<file path="src/hw/dm_pkg.sv">
// Shared constants for the display monitor system-information block
`default_nettype none
package dm_pkg;
  // Byte addresses of the software-visible registers
  localparam logic [7:0] ADDR_WORD_BASE = 8'h00;
  localparam logic [7:0] ADDR_BIT_BASE = 8'h04;
  localparam logic [7:0] ADDR_DEV_TYPE = 8'h08;
  localparam logic [7:0] ADDR_DEV_NUM = 8'h0C;
  localparam logic [7:0] ADDR_SAVER_TIME = 8'h10;
  localparam logic [7:0] ADDR_PROTECT_DEV = 8'h14;
  localparam logic [7:0] ADDR_SPARE_WORD = 8'h18;
  localparam logic [7:0] ADDR_CTL_BITS = 8'h1C;
  localparam logic [7:0] ADDR_STATUS = 8'h20;

  // Base pointer value meaning that no block is assigned
  localparam logic [15:0] BASE_NONE = 16'hFFFF;
  localparam logic [15:0] WORD_RST = 16'h0000;

  // Bit offsets inside the bit block
  localparam int BIT_REQ = 0;
  localparam int BIT_DONE = 1;
  localparam int BIT_INHIBIT = 2;
  localparam int BIT_ESC = 4;
  localparam int BIT_MINUS = 5;
  localparam int BIT_PLUS = 6;
  localparam int BIT_OK = 7;
  localparam int BIT_HEX = 8;
  localparam int BIT_SHOWN = 9;
  localparam int BIT_BLOCK_LEN = 15;

  // Status register field positions
  localparam int ST_TYPE_LSB = 0;
  localparam int ST_SCREEN_LSB = 4;
  localparam int ST_FUNC_EN = 6;
  localparam int ST_NUM_LSB = 16;

  // Device type codes
  localparam logic [3:0] TYPE_MIN = 4'h1;
  localparam logic [3:0] TYPE_MAX = 4'hA;
  localparam logic [3:0] TYPE_NONE = 4'h0;

  // Highest device number per type code 1..10; plain defaults, tune per product
  localparam logic [15:0] DEV_MAX [1:10] = '{16'h00FF, 16'h00FF, 16'h0FFF, 16'h0FFF,
    16'h00FF, 16'h00FF, 16'h1FFF, 16'h1FFE, 16'h7FFF, 16'h7FFE};

  // Timing
  localparam longint unsigned CLK_HZ = 100_000_000;
  localparam longint unsigned MINUTE_S = 60;
  localparam longint unsigned MINUTE_CYCLES = CLK_HZ * MINUTE_S;
  localparam logic [15:0] SAVER_DEFAULT_MIN = 16'h000A;

  // AXI responses
  localparam logic [1:0] RESP_OKAY = 2'b00;
  localparam logic [1:0] RESP_SLVERR = 2'b10;

  typedef enum logic [1:0] {SCR_TOP, SCR_SPEC, SCR_MENU, SCR_SAVER} dm_screen_t;
endpackage : dm_pkg
`default_nettype wire

</file>
<file path="src/hw/dm_minute_tick.sv">
// Minute prescaler with restart for the screen saver timing
`default_nettype none
module dm_minute_tick #(
  parameter longint unsigned TICK_CYCLES = dm_pkg::MINUTE_CYCLES
) (
  // Clock and reset
  input wire logic mclk,
  input wire logic rstn,
  // Control and tick
  input wire logic restart,
  output logic tick
);
  localparam int CW = $clog2(TICK_CYCLES + 1);
  localparam logic [CW-1:0] LAST = CW'(TICK_CYCLES - 1);

  logic [CW-1:0] cnt_ff;
  logic tick_ff;
  wire at_last = (cnt_ff == LAST);

  initial begin
    if (TICK_CYCLES < 2) $error("dm_minute_tick: TICK_CYCLES must be at least 2");
  end

  always_ff @(posedge mclk or negedge rstn) begin
    if (!rstn) begin
      cnt_ff <= '0;
      tick_ff <= 1'b0;
    end else begin
      cnt_ff <= (restart || at_last) ? '0 : cnt_ff + 1'b1;
      tick_ff <= at_last && !restart;
    end
  end

  assign tick = tick_ff;
endmodule : dm_minute_tick
`default_nettype wire

</file>
<file path="src/hw/dm_sysinfo.sv">
// System-information register bank and specified-device monitor control
//
// The implementer's own choices: the AXI4-Lite register port and the placing of the registers.
`default_nettype none
module dm_sysinfo #(
  parameter int ADDR_W = 8,
  parameter longint unsigned MINUTE_CYCLES = dm_pkg::MINUTE_CYCLES
) (
  // Clock and reset
  input wire logic mclk,
  input wire logic rstn,
  // AXI4-Lite write address
  input wire logic [ADDR_W-1:0] s_axi_awaddr,
  input wire logic s_axi_awvalid,
  output logic s_axi_awready,
  // AXI4-Lite write data
  input wire logic [31:0] s_axi_wdata,
  input wire logic [3:0] s_axi_wstrb,
  input wire logic s_axi_wvalid,
  output logic s_axi_wready,
  // AXI4-Lite write response
  output logic [1:0] s_axi_bresp,
  output logic s_axi_bvalid,
  input wire logic s_axi_bready,
  // AXI4-Lite read address
  input wire logic [ADDR_W-1:0] s_axi_araddr,
  input wire logic s_axi_arvalid,
  output logic s_axi_arready,
  // AXI4-Lite read data
  output logic [31:0] s_axi_rdata,
  output logic [1:0] s_axi_rresp,
  output logic s_axi_rvalid,
  input wire logic s_axi_rready,
  // Panel buttons and editor, asynchronous
  input wire logic btn_esc,
  input wire logic btn_minus,
  input wire logic btn_plus,
  input wire logic btn_ok,
  input wire logic test_done,
  // Screen control
  output logic [1:0] screen_sel,
  output logic [3:0] shown_type,
  output logic [15:0] shown_num,
  output logic edit_enable,
  output logic hex_format,
  output logic spec_marker,
  output logic saver_on
);
  initial begin
    if (ADDR_W < 6) $error("dm_sysinfo: ADDR_W too small for the register map");
  end

  // Byte-lane merge into a 16-bit register
  function automatic logic [15:0] lane_merge(input logic [15:0] old, input logic [31:0] d,
                                             input logic [3:0] strb);
    lane_merge = {strb[1] ? d[15:8] : old[15:8], strb[0] ? d[7:0] : old[7:0]};
  endfunction : lane_merge

  // Address match on the low byte of a word address
  function automatic logic hit(input logic [ADDR_W-1:0] a, input logic [7:0] reg_addr);
    hit = ({a[ADDR_W-1:2], 2'b00} == ADDR_W'(reg_addr));
  endfunction : hit

  // Input synchronisers: esc, minus, plus, ok, test_done
  logic [4:0] sync1_ff;
  logic [4:0] sync2_ff;
  logic [4:0] prev_ff;
  always_ff @(posedge mclk or negedge rstn) begin
    if (!rstn) begin
      sync1_ff <= '0;
      sync2_ff <= '0;
      prev_ff <= '0;
    end else begin
      sync1_ff <= {test_done, btn_ok, btn_plus, btn_minus, btn_esc};
      sync2_ff <= sync1_ff;
      prev_ff <= sync2_ff;
    end
  end
  wire [4:0] rise = sync2_ff & ~prev_ff;
  wire esc_hit = rise[0];
  wire ok_hit = rise[3];
  wire done_hit = rise[4];
  wire any_press = |rise[3:0];

  // Stored registers
  logic [15:0] word_base_ff;
  logic [15:0] bit_base_ff;
  logic [15:0] dev_type_ff;
  logic [15:0] dev_num_ff;
  logic [15:0] saver_time_ff;
  logic [15:0] protect_dev_ff;
  logic [15:0] spare_word_ff;
  logic req_ff;
  logic done_ff;
  logic inhibit_ff;
  logic hex_ff;
  logic req_prev_ff;
  logic [3:0] btn_mirror_ff;
  logic shown_ff;
  dm_pkg::dm_screen_t scr_ff;
  dm_pkg::dm_screen_t nxt_scr;

  // Write channel
  logic aw_full_ff;
  logic w_full_ff;
  logic [ADDR_W-1:0] wa_ff;
  logic [31:0] wd_ff;
  logic [3:0] ws_ff;
  logic awready_ff;
  logic wready_ff;
  logic bvalid_ff;
  logic [1:0] bresp_ff;

  wire aw_take = s_axi_awvalid && awready_ff;
  wire w_take = s_axi_wvalid && wready_ff;
  wire wr_do = aw_full_ff && w_full_ff;
  wire nxt_aw_full = (aw_full_ff && !wr_do) || aw_take;
  wire nxt_w_full = (w_full_ff && !wr_do) || w_take;
  wire nxt_bvalid = wr_do || (bvalid_ff && !s_axi_bready);

  wire wr_word_base = wr_do && hit(wa_ff, dm_pkg::ADDR_WORD_BASE);
  wire wr_bit_base = wr_do && hit(wa_ff, dm_pkg::ADDR_BIT_BASE);
  wire wr_type = wr_do && hit(wa_ff, dm_pkg::ADDR_DEV_TYPE);
  wire wr_num = wr_do && hit(wa_ff, dm_pkg::ADDR_DEV_NUM);
  wire wr_saver = wr_do && hit(wa_ff, dm_pkg::ADDR_SAVER_TIME);
  wire wr_protect = wr_do && hit(wa_ff, dm_pkg::ADDR_PROTECT_DEV);
  wire wr_spare = wr_do && hit(wa_ff, dm_pkg::ADDR_SPARE_WORD);
  wire wr_bits = wr_do && hit(wa_ff, dm_pkg::ADDR_CTL_BITS);
  wire wr_status = wr_do && hit(wa_ff, dm_pkg::ADDR_STATUS);
  wire wr_known = wr_word_base || wr_bit_base || wr_type || wr_num || wr_saver ||
                  wr_protect || wr_spare || wr_bits || wr_status;

  always_ff @(posedge mclk or negedge rstn) begin
    if (!rstn) begin
      aw_full_ff <= 1'b0;
      w_full_ff <= 1'b0;
      wa_ff <= '0;
      wd_ff <= '0;
      ws_ff <= '0;
      awready_ff <= 1'b1;
      wready_ff <= 1'b1;
      bvalid_ff <= 1'b0;
      bresp_ff <= dm_pkg::RESP_OKAY;
    end else begin
      aw_full_ff <= nxt_aw_full;
      w_full_ff <= nxt_w_full;
      if (aw_take) wa_ff <= s_axi_awaddr;
      if (w_take) wd_ff <= s_axi_wdata;
      if (w_take) ws_ff <= s_axi_wstrb;
      awready_ff <= !nxt_aw_full && !nxt_bvalid;
      wready_ff <= !nxt_w_full && !nxt_bvalid;
      bvalid_ff <= nxt_bvalid;
      if (wr_do) bresp_ff <= wr_known ? dm_pkg::RESP_OKAY : dm_pkg::RESP_SLVERR;
    end
  end

  // Register storage; the status register ignores writes
  // Pointers reset unassigned
  always_ff @(posedge mclk or negedge rstn) begin
    if (!rstn) begin
      word_base_ff <= dm_pkg::BASE_NONE;
      bit_base_ff <= dm_pkg::BASE_NONE;
      dev_type_ff <= dm_pkg::WORD_RST;
      dev_num_ff <= dm_pkg::WORD_RST;
      saver_time_ff <= dm_pkg::WORD_RST;
      protect_dev_ff <= dm_pkg::WORD_RST;
      spare_word_ff <= dm_pkg::WORD_RST;
    end else begin
      if (wr_word_base) word_base_ff <= lane_merge(word_base_ff, wd_ff, ws_ff);
      if (wr_bit_base) bit_base_ff <= lane_merge(bit_base_ff, wd_ff, ws_ff);
      if (wr_type) dev_type_ff <= lane_merge(dev_type_ff, wd_ff, ws_ff);
      if (wr_num) dev_num_ff <= lane_merge(dev_num_ff, wd_ff, ws_ff);
      if (wr_saver) saver_time_ff <= lane_merge(saver_time_ff, wd_ff, ws_ff);
      if (wr_protect) protect_dev_ff <= lane_merge(protect_dev_ff, wd_ff, ws_ff);
      if (wr_spare) spare_word_ff <= lane_merge(spare_word_ff, wd_ff, ws_ff);
    end
  end

  wire word_blk_on = (word_base_ff != dm_pkg::BASE_NONE);
  wire bit_blk_on = (bit_base_ff != dm_pkg::BASE_NONE);

  wire [15:0] type_word = dev_type_ff;
  wire [15:0] num_word = dev_num_ff;

  wire type_ok = word_blk_on && (type_word >= 16'(dm_pkg::TYPE_MIN)) &&
                 (type_word <= 16'(dm_pkg::TYPE_MAX));
  wire func_en = type_ok;

  wire [3:0] type_code = type_ok ? type_word[3:0] : dm_pkg::TYPE_NONE;
  wire [15:0] type_max = type_ok ? dm_pkg::DEV_MAX[type_code] : '0;

  // Clamp to nearest limit; negative numbers take the minimum
  wire num_neg = num_word[15];
  wire [15:0] num_clamped = num_neg ? 16'h0000 : ((num_word > type_max) ? type_max : num_word);

  // Effective control bits; an unassigned bit block acts as all off to the hardware, though reads still show the stored bits
  wire eff_req = bit_blk_on && req_ff;
  wire eff_inhibit = bit_blk_on && inhibit_ff;
  wire eff_hex = bit_blk_on && hex_ff;

  // Bit block storage
  wire req_fall = req_prev_ff && !eff_req;
  wire in_spec = (scr_ff == dm_pkg::SCR_SPEC);
  // Completion events on the monitor screen
  wire done_set = bit_blk_on && in_spec && (done_hit || ok_hit || esc_hit);
  logic nxt_done;
  always_comb begin
    nxt_done = done_ff;
    // Clear by request drop or software
    if (req_fall) nxt_done = 1'b0;
    if (wr_bits && ws_ff[0]) nxt_done = wd_ff[dm_pkg::BIT_DONE];
    // Hardware set wins over any clear in the same cycle
    if (done_set) nxt_done = 1'b1;
  end

  always_ff @(posedge mclk or negedge rstn) begin
    if (!rstn) begin
      req_ff <= 1'b0;
      done_ff <= 1'b0;
      inhibit_ff <= 1'b0;
      hex_ff <= 1'b0;
      req_prev_ff <= 1'b0;
      btn_mirror_ff <= '0;
    end else begin
      // Only live bits are stored; spare bits are dropped
      if (wr_bits && ws_ff[0]) req_ff <= wd_ff[dm_pkg::BIT_REQ];
      if (wr_bits && ws_ff[0]) inhibit_ff <= wd_ff[dm_pkg::BIT_INHIBIT];
      if (wr_bits && ws_ff[1]) hex_ff <= wd_ff[dm_pkg::BIT_HEX];
      done_ff <= nxt_done;
      req_prev_ff <= eff_req;
      btn_mirror_ff <= sync2_ff[3:0];
    end
  end

  // Screen saver timing
  logic saver_fire;
  logic [15:0] idle_min_ff;
  wire minute_tick;
  // Fixed ten minutes when the word block is unassigned
  wire [15:0] saver_limit = word_blk_on ? saver_time_ff : dm_pkg::SAVER_DEFAULT_MIN;
  wire saver_allowed = !eff_inhibit && (saver_limit != 16'h0000);
  assign saver_fire = saver_allowed && (idle_min_ff >= saver_limit);

  // Prescaler restarts on every press so idle time counts from the last touch
  dm_minute_tick #(
    .TICK_CYCLES(MINUTE_CYCLES)
  ) u_tick (
    .mclk(mclk),
    .rstn(rstn),
    .restart(any_press),
    .tick(minute_tick)
  );

  always_ff @(posedge mclk or negedge rstn) begin
    if (!rstn) begin
      idle_min_ff <= '0;
    end else if (any_press || !saver_allowed) begin
      idle_min_ff <= '0;
    end else if (minute_tick && idle_min_ff != 16'hFFFF) begin
      idle_min_ff <= idle_min_ff + 16'h0001;
    end
  end

  // Screen sequencing
  always_comb begin
    nxt_scr = scr_ff;
    unique case (scr_ff)
      dm_pkg::SCR_TOP: begin
        // Valid type replaces the top screen
        if (func_en) nxt_scr = dm_pkg::SCR_SPEC;
        else if (ok_hit) nxt_scr = dm_pkg::SCR_MENU;
      end
      dm_pkg::SCR_SPEC: begin
        if (!func_en) nxt_scr = dm_pkg::SCR_TOP;
        else if (esc_hit) nxt_scr = dm_pkg::SCR_MENU;
      end
      dm_pkg::SCR_MENU: begin
        if (esc_hit) nxt_scr = dm_pkg::SCR_TOP;
      end
      dm_pkg::SCR_SAVER: begin
        if (any_press) nxt_scr = dm_pkg::SCR_TOP;
      end
    endcase
    if (scr_ff != dm_pkg::SCR_SAVER && saver_fire && !any_press) nxt_scr = dm_pkg::SCR_SAVER;
  end

  // Panel-facing outputs, all registered
  logic [3:0] shown_type_ff;
  logic [15:0] shown_num_ff;
  logic edit_en_ff;
  logic hex_out_ff;
  logic marker_ff;
  logic saver_ff;
  always_ff @(posedge mclk or negedge rstn) begin
    if (!rstn) begin
      scr_ff <= dm_pkg::SCR_TOP;
      saver_ff <= 1'b0;
      shown_ff <= 1'b0;
      shown_type_ff <= dm_pkg::TYPE_NONE;
      shown_num_ff <= '0;
      edit_en_ff <= 1'b0;
      hex_out_ff <= 1'b0;
      marker_ff <= 1'b0;
    end else begin
      scr_ff <= nxt_scr;
      saver_ff <= (nxt_scr == dm_pkg::SCR_SAVER);
      shown_ff <= (nxt_scr == dm_pkg::SCR_SPEC);
      shown_type_ff <= type_code;
      shown_num_ff <= num_clamped;
      // Edit only with the request bit
      edit_en_ff <= (nxt_scr == dm_pkg::SCR_SPEC) && eff_req;
      hex_out_ff <= eff_hex;
      marker_ff <= (nxt_scr == dm_pkg::SCR_SPEC);
    end
  end

  // Read view of the bit block
  logic [15:0] bits_view;
  always_comb begin
    bits_view = '0;
    bits_view[dm_pkg::BIT_REQ] = req_ff;
    bits_view[dm_pkg::BIT_DONE] = done_ff;
    bits_view[dm_pkg::BIT_INHIBIT] = inhibit_ff;
    bits_view[dm_pkg::BIT_ESC] = btn_mirror_ff[0];
    bits_view[dm_pkg::BIT_MINUS] = btn_mirror_ff[1];
    bits_view[dm_pkg::BIT_PLUS] = btn_mirror_ff[2];
    bits_view[dm_pkg::BIT_OK] = btn_mirror_ff[3];
    bits_view[dm_pkg::BIT_HEX] = hex_ff;
    bits_view[dm_pkg::BIT_SHOWN] = shown_ff;
  end

  logic [31:0] status_view;
  always_comb begin
    status_view = '0;
    status_view[dm_pkg::ST_TYPE_LSB +: 4] = shown_type_ff;
    status_view[dm_pkg::ST_SCREEN_LSB +: 2] = scr_ff;
    status_view[dm_pkg::ST_FUNC_EN] = func_en;
    status_view[dm_pkg::ST_NUM_LSB +: 16] = shown_num_ff;
  end

  // Read channel
  wire ar_take = s_axi_arvalid && s_axi_arready;
  wire [ADDR_W-1:0] ra = s_axi_araddr;
  wire rd_word_base = hit(ra, dm_pkg::ADDR_WORD_BASE);
  wire rd_bit_base = hit(ra, dm_pkg::ADDR_BIT_BASE);
  wire rd_type = hit(ra, dm_pkg::ADDR_DEV_TYPE);
  wire rd_num = hit(ra, dm_pkg::ADDR_DEV_NUM);
  wire rd_saver = hit(ra, dm_pkg::ADDR_SAVER_TIME);
  wire rd_protect = hit(ra, dm_pkg::ADDR_PROTECT_DEV);
  wire rd_spare = hit(ra, dm_pkg::ADDR_SPARE_WORD);
  wire rd_bits = hit(ra, dm_pkg::ADDR_CTL_BITS);
  wire rd_status = hit(ra, dm_pkg::ADDR_STATUS);
  wire rd_known = rd_word_base || rd_bit_base || rd_type || rd_num || rd_saver ||
                  rd_protect || rd_spare || rd_bits || rd_status;
  wire [15:0] rd_half = rd_word_base ? word_base_ff :
                        rd_bit_base ? bit_base_ff :
                        rd_type ? dev_type_ff :
                        rd_num ? dev_num_ff :
                        rd_saver ? saver_time_ff :
                        rd_protect ? protect_dev_ff :
                        rd_spare ? spare_word_ff :
                        rd_bits ? bits_view : 16'h0000;
  wire [31:0] rd_word = rd_status ? status_view : {16'h0000, rd_half};

  logic arready_ff;
  logic rvalid_ff;
  logic [31:0] rdata_ff;
  logic [1:0] rresp_ff;
  always_ff @(posedge mclk or negedge rstn) begin
    if (!rstn) begin
      arready_ff <= 1'b1;
      rvalid_ff <= 1'b0;
      rdata_ff <= '0;
      rresp_ff <= dm_pkg::RESP_OKAY;
    end else if (ar_take) begin
      arready_ff <= 1'b0;
      rvalid_ff <= 1'b1;
      rdata_ff <= rd_word;
      rresp_ff <= rd_known ? dm_pkg::RESP_OKAY : dm_pkg::RESP_SLVERR;
    end else if (rvalid_ff && s_axi_rready) begin
      arready_ff <= 1'b1;
      rvalid_ff <= 1'b0;
    end
  end

  assign s_axi_awready = awready_ff;
  assign s_axi_wready = wready_ff;
  assign s_axi_bvalid = bvalid_ff;
  assign s_axi_bresp = bresp_ff;
  assign s_axi_arready = arready_ff;
  assign s_axi_rvalid = rvalid_ff;
  assign s_axi_rdata = rdata_ff;
  assign s_axi_rresp = rresp_ff;
  assign screen_sel = scr_ff;
  assign shown_type = shown_type_ff;
  assign shown_num = shown_num_ff;
  assign edit_enable = edit_en_ff;
  assign hex_format = hex_out_ff;
  assign spec_marker = marker_ff;
  assign saver_on = saver_ff;
endmodule : dm_sysinfo
`default_nettype wire

</file>
<file path="config.mk">
export PLATFORM = sky130hd
export DESIGN_NAME = dm_sysinfo
export DESIGN_NICKNAME = d
export VERILOG_FILES = /design/src/hw/dm_pkg.sv /design/src/hw/dm_minute_tick.sv /design/src/hw/dm_sysinfo.sv
export SDC_FILE = /design/constraint.sdc
export NUM_CORES = 1
export LEC_CHECK = 0
export BUFFER_PORTS_ARGS = -buffer_cell sky130_fd_sc_hd__buf_2
export CORE_UTILIZATION = 64
export DETAILED_ROUTE_END_ITERATION = 6
export GPL_TIMING_DRIVEN = 1
export PLACE_DENSITY = 0.85
export SYNTH_ARGS = -nofsm -noshare
export SYNTH_HDL_FRONTEND = slang
export SYNTH_HIERARCHICAL = 1
export SYNTH_SLANG_ARGS = --single-unit
</file>
<file path="constraint.sdc">
create_clock -name mclk -period 7.7 [get_ports mclk]
set_input_delay 2.31 -clock mclk [delete_from_list [all_inputs] [get_ports mclk]]
set_output_delay 2.31 -clock mclk [all_outputs]
set_load 0.02 [all_outputs]
</file>
# Yosys cells after proc, flatten, opt, wreduce, memory -nomap -nowiden
# Memory sizes are Yosys's and may differ from the RTL's.
# Index checks and enable logic that the tools add are counted.
# totals
wordCells	209
romBits	256
regBits	281
n_memories	1
# memory_table
memory	words	width	rd	rd_clocked_by_memory_dff	write_ports	line	rtl
(no name shown)	16	16	1	0	0	dm_sysinfo.sv:190	wire [15:0] type_max = type_ok ? dm_pkg::DEV_MAX[type_code] : '0;
# classes
bitwise_logic	3
addsub	2
n_lt_le_gt_ge	5
n_mux	36
n_reduce_logical	90
n_eq_ne	26
# op_table
cell	count
$mux 16	15
$eq 6x3->1 const B	8
$ne 16x16->1 const B	3
$logic_and 1x1->1	36
$add 33x1->33 const B	1
$eq 33x33->1 const B	1
$mux 33	1
$mux 32	1
$reduce_and 2->1	14
$eq 6x2->1 const B	4
$logic_or 1x1->1	23
$mux 2	9
$add 16x1->16 const B	1
$ge 16x1->1 const B	1
$ge 16x16->1	1
$gt 16x16->1	1
$le 16x4->1 const B	1
$reduce_bool 16->1	1
$eq 6x1->1 const B	2
$eq 6x4->1 const B	2
$logic_not 6->1	2
$mux 10	1
$logic_not 1->1	9
$pmux 2 s4	1
13 further kinds	23

# Depth between registers and ports, before layout
# Gate-level depths: netlist of the first run.
# depth
ltp_word	12
ltp_mapped	17
depth_no_buf	16

# By module
# Netlist of the first run, hierarchy kept.
# modules_own_cells
module	area_per_inst_um2	seq_area_each_um2	n_inst	cells_each
dm_sysinfo	11314.6	5974.5	1	985
dm_minute_tick	1856.8	850.8	1	189

# Worst setup path after synthesis of the first run
# Ideal clock, no wire load.
# synth_timing
path_kind	reg2reg
startpoint	register word_base_ff[7]
endpoint	register shown_num_ff[10] (netlist: shown_num[10])
path_buffers	1
t_arrival_ps	3603
period_less_slack_ps	3667
setup_slack_ps	4033
path_stages_with_launch	17
t_required_ps	7636
setup_ps	64
path_cell_list	dfstp_2 -> nand4_1 -> nor4_2 -> nor3_2 -> buf_4 -> and2_1 -> inv_1 -> ha_1 -> a21oi_1 -> o21ai_1 -> ha_1 -> a211o_1 -> o2111ai_1 -> a32o_1 -> and3_1 -> nor3_1 -> o21ba_2
# synth_via
elab_chain_cells	12
# synth_rtl
item	line	rtl
from (decl)	dm_sysinfo.sv:86	logic [15:0] word_base_ff;
from (signal assigned)	dm_sysinfo.sv:161	word_base_ff <= dm_pkg::BASE_NONE;
from (signal assigned)	dm_sysinfo.sv:169	if (wr_word_base) word_base_ff <= lane_merge(word_base_ff, wd_ff, ws_ff);
$ne 16x16->1 (*)	dm_sysinfo.sv:179	wire word_blk_on = (word_base_ff != dm_pkg::BASE_NONE);
$logic_and 1x1->1 (*) (2 in a row)	dm_sysinfo.sv:185	wire type_ok = word_blk_on && (type_word >= 16'(dm_pkg::TYPE_MIN)) &&
$mux 4 (*)	dm_sysinfo.sv:189	wire [3:0] type_code = type_ok ? type_word[3:0] : dm_pkg::TYPE_NONE;
net type_code[1]	dm_sysinfo.sv:189	
$not 4->5 (not written as such) (*)	dm_sysinfo.sv:190	
$mem_v2 16x16 (*)	n/a	
$mux 16 (not written as such) (*) (2 in a row)	dm_sysinfo.sv:190	
$mux 16 (*)	dm_sysinfo.sv:190	
$gt 16x16->1	dm_sysinfo.sv:194	wire [15:0] num_clamped = num_neg ? 16'h0000 : ((num_word > type_max) ? type_max : num_word);
$mux 16 (*) (2 in a row)	dm_sysinfo.sv:194	
net num_clamped[10]	dm_sysinfo.sv:194	
to (signal assigned)	dm_sysinfo.sv:309	shown_num_ff <= num_clamped;
to (decl)	dm_sysinfo.sv:289	logic [15:0] shown_num_ff;
# The timed path passes the listed nets; every way through them passes the cells marked *. The select of a mux whose other input is x is not followed.
# A chain may end at the register's enable or synchronous reset.

# Worst setup path in the final report of the first run
# layout_timing
startpoint	register dev_type_ff[14]
endpoint	register shown_num_ff[10] (netlist: shown_num[10])
# layout_via
elab_chain_cells	12
elab_cells_between_ends	13
cone_classes	order compare (3); mux (6); bitwise (1); reduce/logical (2); memory (1)
# layout_rtl
item	line	rtl
from (decl)	dm_sysinfo.sv:88	logic [15:0] dev_type_ff;
from (signal assigned)	dm_sysinfo.sv:163	dev_type_ff <= dm_pkg::WORD_RST;
from (signal assigned)	dm_sysinfo.sv:171	if (wr_type) dev_type_ff <= lane_merge(dev_type_ff, wd_ff, ws_ff);
$ge 16x1->1	dm_sysinfo.sv:185	
$logic_and 1x1->1	dm_sysinfo.sv:185	
$logic_and 1x1->1 (*)	dm_sysinfo.sv:185	
$mux 4 (*)	dm_sysinfo.sv:189	
net type_code[1]	dm_sysinfo.sv:189	
$not 4->5 (not written as such) (*)	dm_sysinfo.sv:190	
$mem_v2 16x16 (*)	n/a	
$mux 16 (not written as such) (*) (2 in a row)	dm_sysinfo.sv:190	
$mux 16 (*)	dm_sysinfo.sv:190	
$gt 16x16->1	dm_sysinfo.sv:194	
$mux 16 (*) (2 in a row)	dm_sysinfo.sv:194	
net num_clamped[10]	dm_sysinfo.sv:194	
# Marked as above.

==> impl_metrics.csv, run 1 <==
group,metric,value,unit
die,std_cell_rows,52,
worst_setup_path,cp_max_fo,12,
die,core-area,20200,µm²
route,dr.pass1.iters,5,
die,die_h,145,µm
synthesis,synthArstFlopShare,1.00,
clock_network,clock_sinks,271,
place,hpwl,22.3,mm
worst_setup_path,max_stage_delay,770,ps
synthesis,synth_cell_type_count,79,
worst_setup_path,endpoint_kind,"flop",
global_route,grt_pass1_vias,9851,
global_route,grt_pass1_wl,52.7,mm
die,initial_core_util,0.651,
clock_network,ctsHoldBuffers,0,
pwr,vdd_ir_drop_max,231,µV
outcome,status,"complete, no violations",
route,post_drt_via_cell_ratio,6.43,
synthesis,syn_area,13200,µm²
synthesis,syn_area_per_cell,11.2,µm²
place,numPortBuffers,104,
clock_network,clock-root-buffer,"clkbuf_16",
final_layout,diodes,0,
timing,clock_skew,16.3,ps
die,die_w,145,µm
clock_network,cts-resized-gates,0,
final_layout,drive_gt1_frac,0.287,
global_route,antenna_found_initial,0,
final_layout,nets,1377,
die,boundaryPins,131,
die,design.die.area,21200,µm²
timing,worstMarginPinSlew,1230,ps
pwr,powerDensity,350,nW/µm²
final_layout,area_growth,13.0,%
clock_network,cts_tree,"done",
route,ant_nets,0,
worst_setup_path,r2r-start,"dev_type_ff[14]$_DFFE_PN0P_",
worst_setup_path,worst_ep_required_time,8180,ps
flow_run,drv_cap,0,
timing,finalHoldViolCount,0,
timing,max-slew-margin-rel,0.177,
synthesis,syn-instance-count,1174,
timing,max_freq,224,MHz
min_path,hold_class,"reg2reg",
synthesis,yosysSeqAreaShare,0.518,
min_path,hp-start,"sync1_ff[2]$_DFF_PN0_",
route,vias,10100,
route,drc,0,
worst_setup_path,crit_type,"reg2reg",
global_route,grtUsageTotal,0.314,
pwr,total_power,0.00521,W
global_route,grt_start_max_net_pins,180,
route,route.detailed.wl_per_inst,20.8,µm
timing,setup_violations,0,
clock_network,cts_made_buffers,29,
synthesis,ys.flop_type,"dfrtp_1",
timing,rsz0062_at_grt,"false",
global_route,overflow,0,
place,gp_congestion,0.933,
clock_network,clk_path_buf_depth,3,
worst_setup_path,arrival,4950,ps
timing,setup_tns,0,ps
timing,slew_violations,0,
timing,min_period_over_period,0.581,
clock_network,clk_latency,550,ps
worst_setup_path,crit_path_cell_trace,"nor4_1 > nand4_1 > nor3_2 > and2_1 > inv_1 > ha_1 > a21oi_1 > o21ai_1 > ha_1 > a211o_1 > o2111ai_1 > a32o_1 > and3_1 > nor3_1 > o21ba_2",
synthesis,synth.ff_latch_count,271,
route,drtIter0Drc,904,
worst_setup_path,crit_top_cell,"ha_1",
route,wirelength,32.7,mm
clock_network,post_cts_buffers,0,
synthesis,synth_edf_count,0,
pwr,p_leak,6.80,nW
clock_network,clk_pin_slew_worst_paths,60,ps
clock_network,cts.htree.levels,1,
worst_setup_path,startpoint,"dev_type_ff[14]$_DFFE_PN0P_",
timing,period_needed,4470,ps
worst_setup_path,startpoint_type,"flop",
final_layout,fillerInstances,1352,
worst_setup_path,cp_slowest_cell,"nor3_2",
synthesis,yosysWarnings,6,
## final timing paths
check | endpoint | slack (ps) | depth (start not counted)
setup reg to reg | shown_num[10]$_DFF_PN0_ | 3230 | 15
max in group asynchronous | done_ff$_DFFE_PN0P_ | 4440 | 2
hold reg to reg | sync2_ff[2]$_DFF_PN0_ | 350 | 0
hold / removal | sync2_ff[2]$_DFF_PN0_ | 350 | 0
min in group asynchronous | idle_min_ff[2]$_DFFE_PN0P_ | 1770 | 1
setup / recovery | shown_num[10]$_DFF_PN0_ | 3230 | 15
## sequential cells by signal, indices dropped and copies added (netlist names), 3 cells and up
name	cells
dev_type_ff	16
dev_num_ff	16
wd_ff	16
bit_base_ff	16
protect_dev_ff	16
idle_min_ff	16
shown_num	15
btn_mirror_ff	3
u_tick/cnt_ff	33
saver_time_ff	16
shown_type	4
sync1_ff	5
s_axi_rdata	31
sync2_ff	5
wa_ff	6
word_base_ff	16
spare_word_ff	16
## layout by cell type, fill, tap and decap left out, types with 13 or more instances in the layout
cell type  count
dfrtp_1      236
mux2_2       147
nand2_1      115
buf_2        103
nor2_1        86
o21ai_0       60
a21oi_1       51
ha_1          36
dfstp_2       35
nand3_1       33
nand4_1       29
clkbuf_16     29
inv_1         28
nor4_1        20
or4_1         17
xor2_1        14
o31ai_1       14
nand2b_1      13
xnor2_1       13
## final cells by class
class | count | area, µm² | share of cell area
Clock buffer | 41 | 831 | 0.0558
Clock inverter | 12 | 141 | 0.00950
Inverter | 28 | 105 | 0.00706
Multi-Input combinational cell | 837 | 6060 | 0.407
Sequential cell | 271 | 6830 | 0.458
Tap cell | 270 | 338 | 0.0227
Timing Repair Buffer | 110 | 588 | 0.0395
## through the flow
stage          utilization  hold WS (ps)  worst slack (ps)  area [µm²]  std cells
2_1_floorplan            -           331              4030       13200       1177
3_3_place_gp         0.688           335              2900       13900       1516
3_5_place_dp         0.688           337              2850       13900       1516
4_1_cts              0.736           351              3270       14900       1569
5_1_grt              0.736           352              2830       14900       1569
6_report             0.736           350              3230       14900       1569
## synth_stat cells, types with 15 or more instances
library cell	number	area [µm²]
o31ai_1	15	113
dfstp_2	35	920
a21oi_1	51	255
dfrtp_1	236	5910
o21ai_0	60	300
inv_1	28	105
nor2_1	86	323
ha_1	36	450
or4_1	17	128
nor4_1	20	125
nand4_1	29	181
clkbuf_1	20	75.1
nand2_1	115	432
nand3_1	33	165
mux2_2	147	1660
## layer usage
metal / up-vias / GRT usage / routed length, µm
met2: 478 / 0.483 / 14600
li1: 4525 / - / -
met4: 0 / 0.119 / 1320
met5: - / 0 / 0
met1: 4980 / 0.442 / 14100
met3: 99 / 0.0649 / 2660
## where the power goes
| part | switching (W) | internal, W |
|---|---|---|
| clock | 0.000557 | 0.000849 |
| sequential | 0.000421 | 0.00180 |
| combinational | 0.000947 | 0.000640 |
| total | 0.00192 | 0.00328 |
## worst max-delay path, delay by kind of cell, from the launching register on
family | cells | cell delay [ps]
AND/OR/NAND/NOR | 6 | 2170
AO/OA/AOI/OAI | 6 | 1040
adder cells (fa/ha/maj) | 2 | 680
flip-flops | 1 | 420
buffers and inverters | 1 | 90
## logic make-up after synthesis
kind of cell             after synthesis  synth area share
AO/OA/AOI/OAI                        217             0.109
XOR/XNOR                              27            0.0180
adder cells (fa/ha/maj)               36            0.0342
buffers and inverters                 69            0.0237
flip-flops                           271             0.518
multiplexers                         161             0.139
other                                  1          0.000285
AND/OR/NAND/NOR                      392             0.158
(Power assumes the default switching activity.)
==> run 2: changes to the inputs <==
CORE_UTILIZATION = 59   (was 64)
PLACE_DENSITY = 0.8   (was 0.85)
clock period = 4.3 ns   (was 7.7 ns; I/O delays follow)
==> impl_metrics.csv, run 2 (synthesis gave the netlist of run 1 again) <==
group,metric,value,unit
place,gp_congestion,0.926,
clock_network,clock_sinks,271,
min_path,hold_class,"reg2reg",
final_layout,largest_reg_flops,33,
pwr,p_leak,6.92,nW
clock_network,cts_made_buffers,28,
timing,setup_tns,0,ps
die,boundaryPins,131,
final_layout,area_growth,15.2,%
worst_setup_path,crit_end,"shown_num[2]$_DFF_PN0_",
worst_setup_path,arrival,4470,ps
global_route,use_met1,0.430,
die,die_w,151,µm
flow_run,drv_cap,0,
clock_network,clk_path_buf_depth,3,
clock_network,clk_latency,560,ps
route,route.detailed.wl_per_inst,21.0,µm
timing,clock_skew,20.8,ps
clock_network,cts.htree.levels,1,
worst_setup_path,r2r_end,"shown_num[2]$_DFF_PN0_",
route,wirelength,33.5,mm
place,numPortBuffers,104,
final_layout,final_common_cell,"dfrtp_1",
worst_setup_path,startpoint,"dev_type_ff[15]$_DFFE_PN0P_",
timing,min_period_over_period,0.927,
pwr,vdd_ir_drop_max,542,µV
route,post_drt_via_cell_ratio,6.32,
die,core-area,21800,µm²
worst_setup_path,worst_ep_required_time,4790,ps
timing,max_freq,251,MHz
timing,max-slew-margin-rel,0.159,
final_layout,final_cell_mix,"dfrtp_1, mux2_2, nand2_1, buf_2, nor2_1",
global_route,antenna_found_initial,1,
timing,setup_violations,0,
final_layout,regMostFlops,"u_tick/cnt_ff",
global_route,overflow,0,
route,drc,0,
global_route,grt_start_max_net_pins,89,
timing,slew_violations,0,
clock_network,clock-root-buffer,"clkbuf_16",
timing,worstMarginPinSlew,1260,ps
global_route,grt_pass1_vias,9833,
route,drtIter0Drc,870,
worst_setup_path,reg2reg_depth,15,
route,vias,10100,
global_route,grt.met2_usage,0.447,
global_route,use_met3,0.0584,
global_route,grt_pass1_wl,52.9,mm
pwr,powerDensity,644,nW/µm²
global_route,grtUsageTotal,0.302,
worst_setup_path,cp_max_fo,7,
timing,finalHoldViolCount,0,
worst_setup_path,r2r-start,"dev_type_ff[15]$_DFFE_PN0P_",
timing,period_needed,3990,ps
timing,worst_hold_slack,344,ps
die,die_h,151,µm
worst_setup_path,crit_type,"reg2reg",
clock_network,clk_pin_slew_worst_paths,60,ps
global_route,busiest_layer,"met2",
worst_setup_path,startpoint_type,"flop",
die,design.die.area,22900,µm²
timing,rsz0062_at_grt,"false",
die,std_cell_rows,54,
worst_setup_path,endpoint_kind,"flop",
place,hpwl,23.2,mm
worst_setup_path,worst-r2r-setup-slack,310,ps
final_layout,drive_gt1_frac,0.301,
outcome,status,"complete, no violations",
die,initial_core_util,0.604,
route,ant_nets,0,
clock_network,cts_tree,"done",
final_layout,nets,1392,
final_layout,utilization,0.695,
route,dr.pass1.iters,5,
==> run 2: cell count changes in the layout (fill, tap and decap cells not counted), moves of 2 or more <==
cell	before	now
clkbuf_8	6	2
clkbuf_1	6	0
clkinvlp_4	1	6
buf_4	5	20
clkinv_2	7	5
bufinv_16	3	9
==> run 2: final cells by class <==
cell class	count	area, µm²
repair buffers	126	721
clock buffers	31	753
multi-input cells	837	6070
diodes	1	2.50
clock inverters	21	349
flip-flops and latches	271	6830
well taps	280	350
inverters	28	105
fillers	1573	6650
==> run 2: timing repair <==
action,in CTS,in global routing
setup buffers,0,3
hold buffers,0,0
resized for setup,0,2
endpoints found under the setup margin,0,15
==> run 2: per-layer routing <==
layer,share of wire,up-vias
li1,-,4557
met1,0.43,4951
met2,0.44,459
met3,0.081,109
met4,0.042,0
met5,0,-
==> run 2: stage by stage <==
| stage | instance area [µm²] | setup slack, ps | cells | total power (W) |
|---|---|---|---|---|
| 2_1_floorplan | 13200 | 633 | 1177 | 0.00580 |
| 3_3_place_gp | 14000 | 219 | 1539 | 0.00667 |
| 3_5_place_dp | 14000 | 114 | 1539 | 0.00681 |
| 4_1_cts | 15100 | 47.9 | 1591 | 0.00970 |
| 5_1_grt | 15200 | 72.7 | 1595 | 0.0103 |
| 6_report | 15200 | 314 | 1595 | 0.00977 |
==> run 2: critical path, cell delays in order (launching register included) <==
cell	delay [ps]
dfrtp_1	410
nor4_1	380
nand4_1	200
nor3_4	270
and2_1	220
inv_1	70
ha_1	280
a21oi_1	60
o21ai_1	390
ha_1	240
a211o_1	120
o2111ai_1	120
a32o_1	310
and3_1	240
nor4b_4	480
a21o_1	130
==> run 2: how the worst min path moves through the flow <==
stage,slack (ps),end,start,cells past startpoint
floorplan,330,sync2_ff[0]$_DFF_PN0_,sync1_ff[0]$_DFF_PN0_,0
global placement,330,sync2_ff[1]$_DFF_PN0_,sync1_ff[1]$_DFF_PN0_,0
detailed placement,330,sync2_ff[2]$_DFF_PN0_,sync1_ff[2]$_DFF_PN0_,0
CTS,350,sync2_ff[2]$_DFF_PN0_,sync1_ff[2]$_DFF_PN0_,0
global route,360,sync2_ff[2]$_DFF_PN0_,sync1_ff[2]$_DFF_PN0_,0
finish,340,sync2_ff[2]$_DFF_PN0_,sync1_ff[2]$_DFF_PN0_,0
==> run 2: power breakdown <==
part           internal (W)  switching [W]  total (W)
logic               0.00121        0.00175    0.00295
registers           0.00321       0.000752    0.00397
clock network       0.00180        0.00105    0.00285
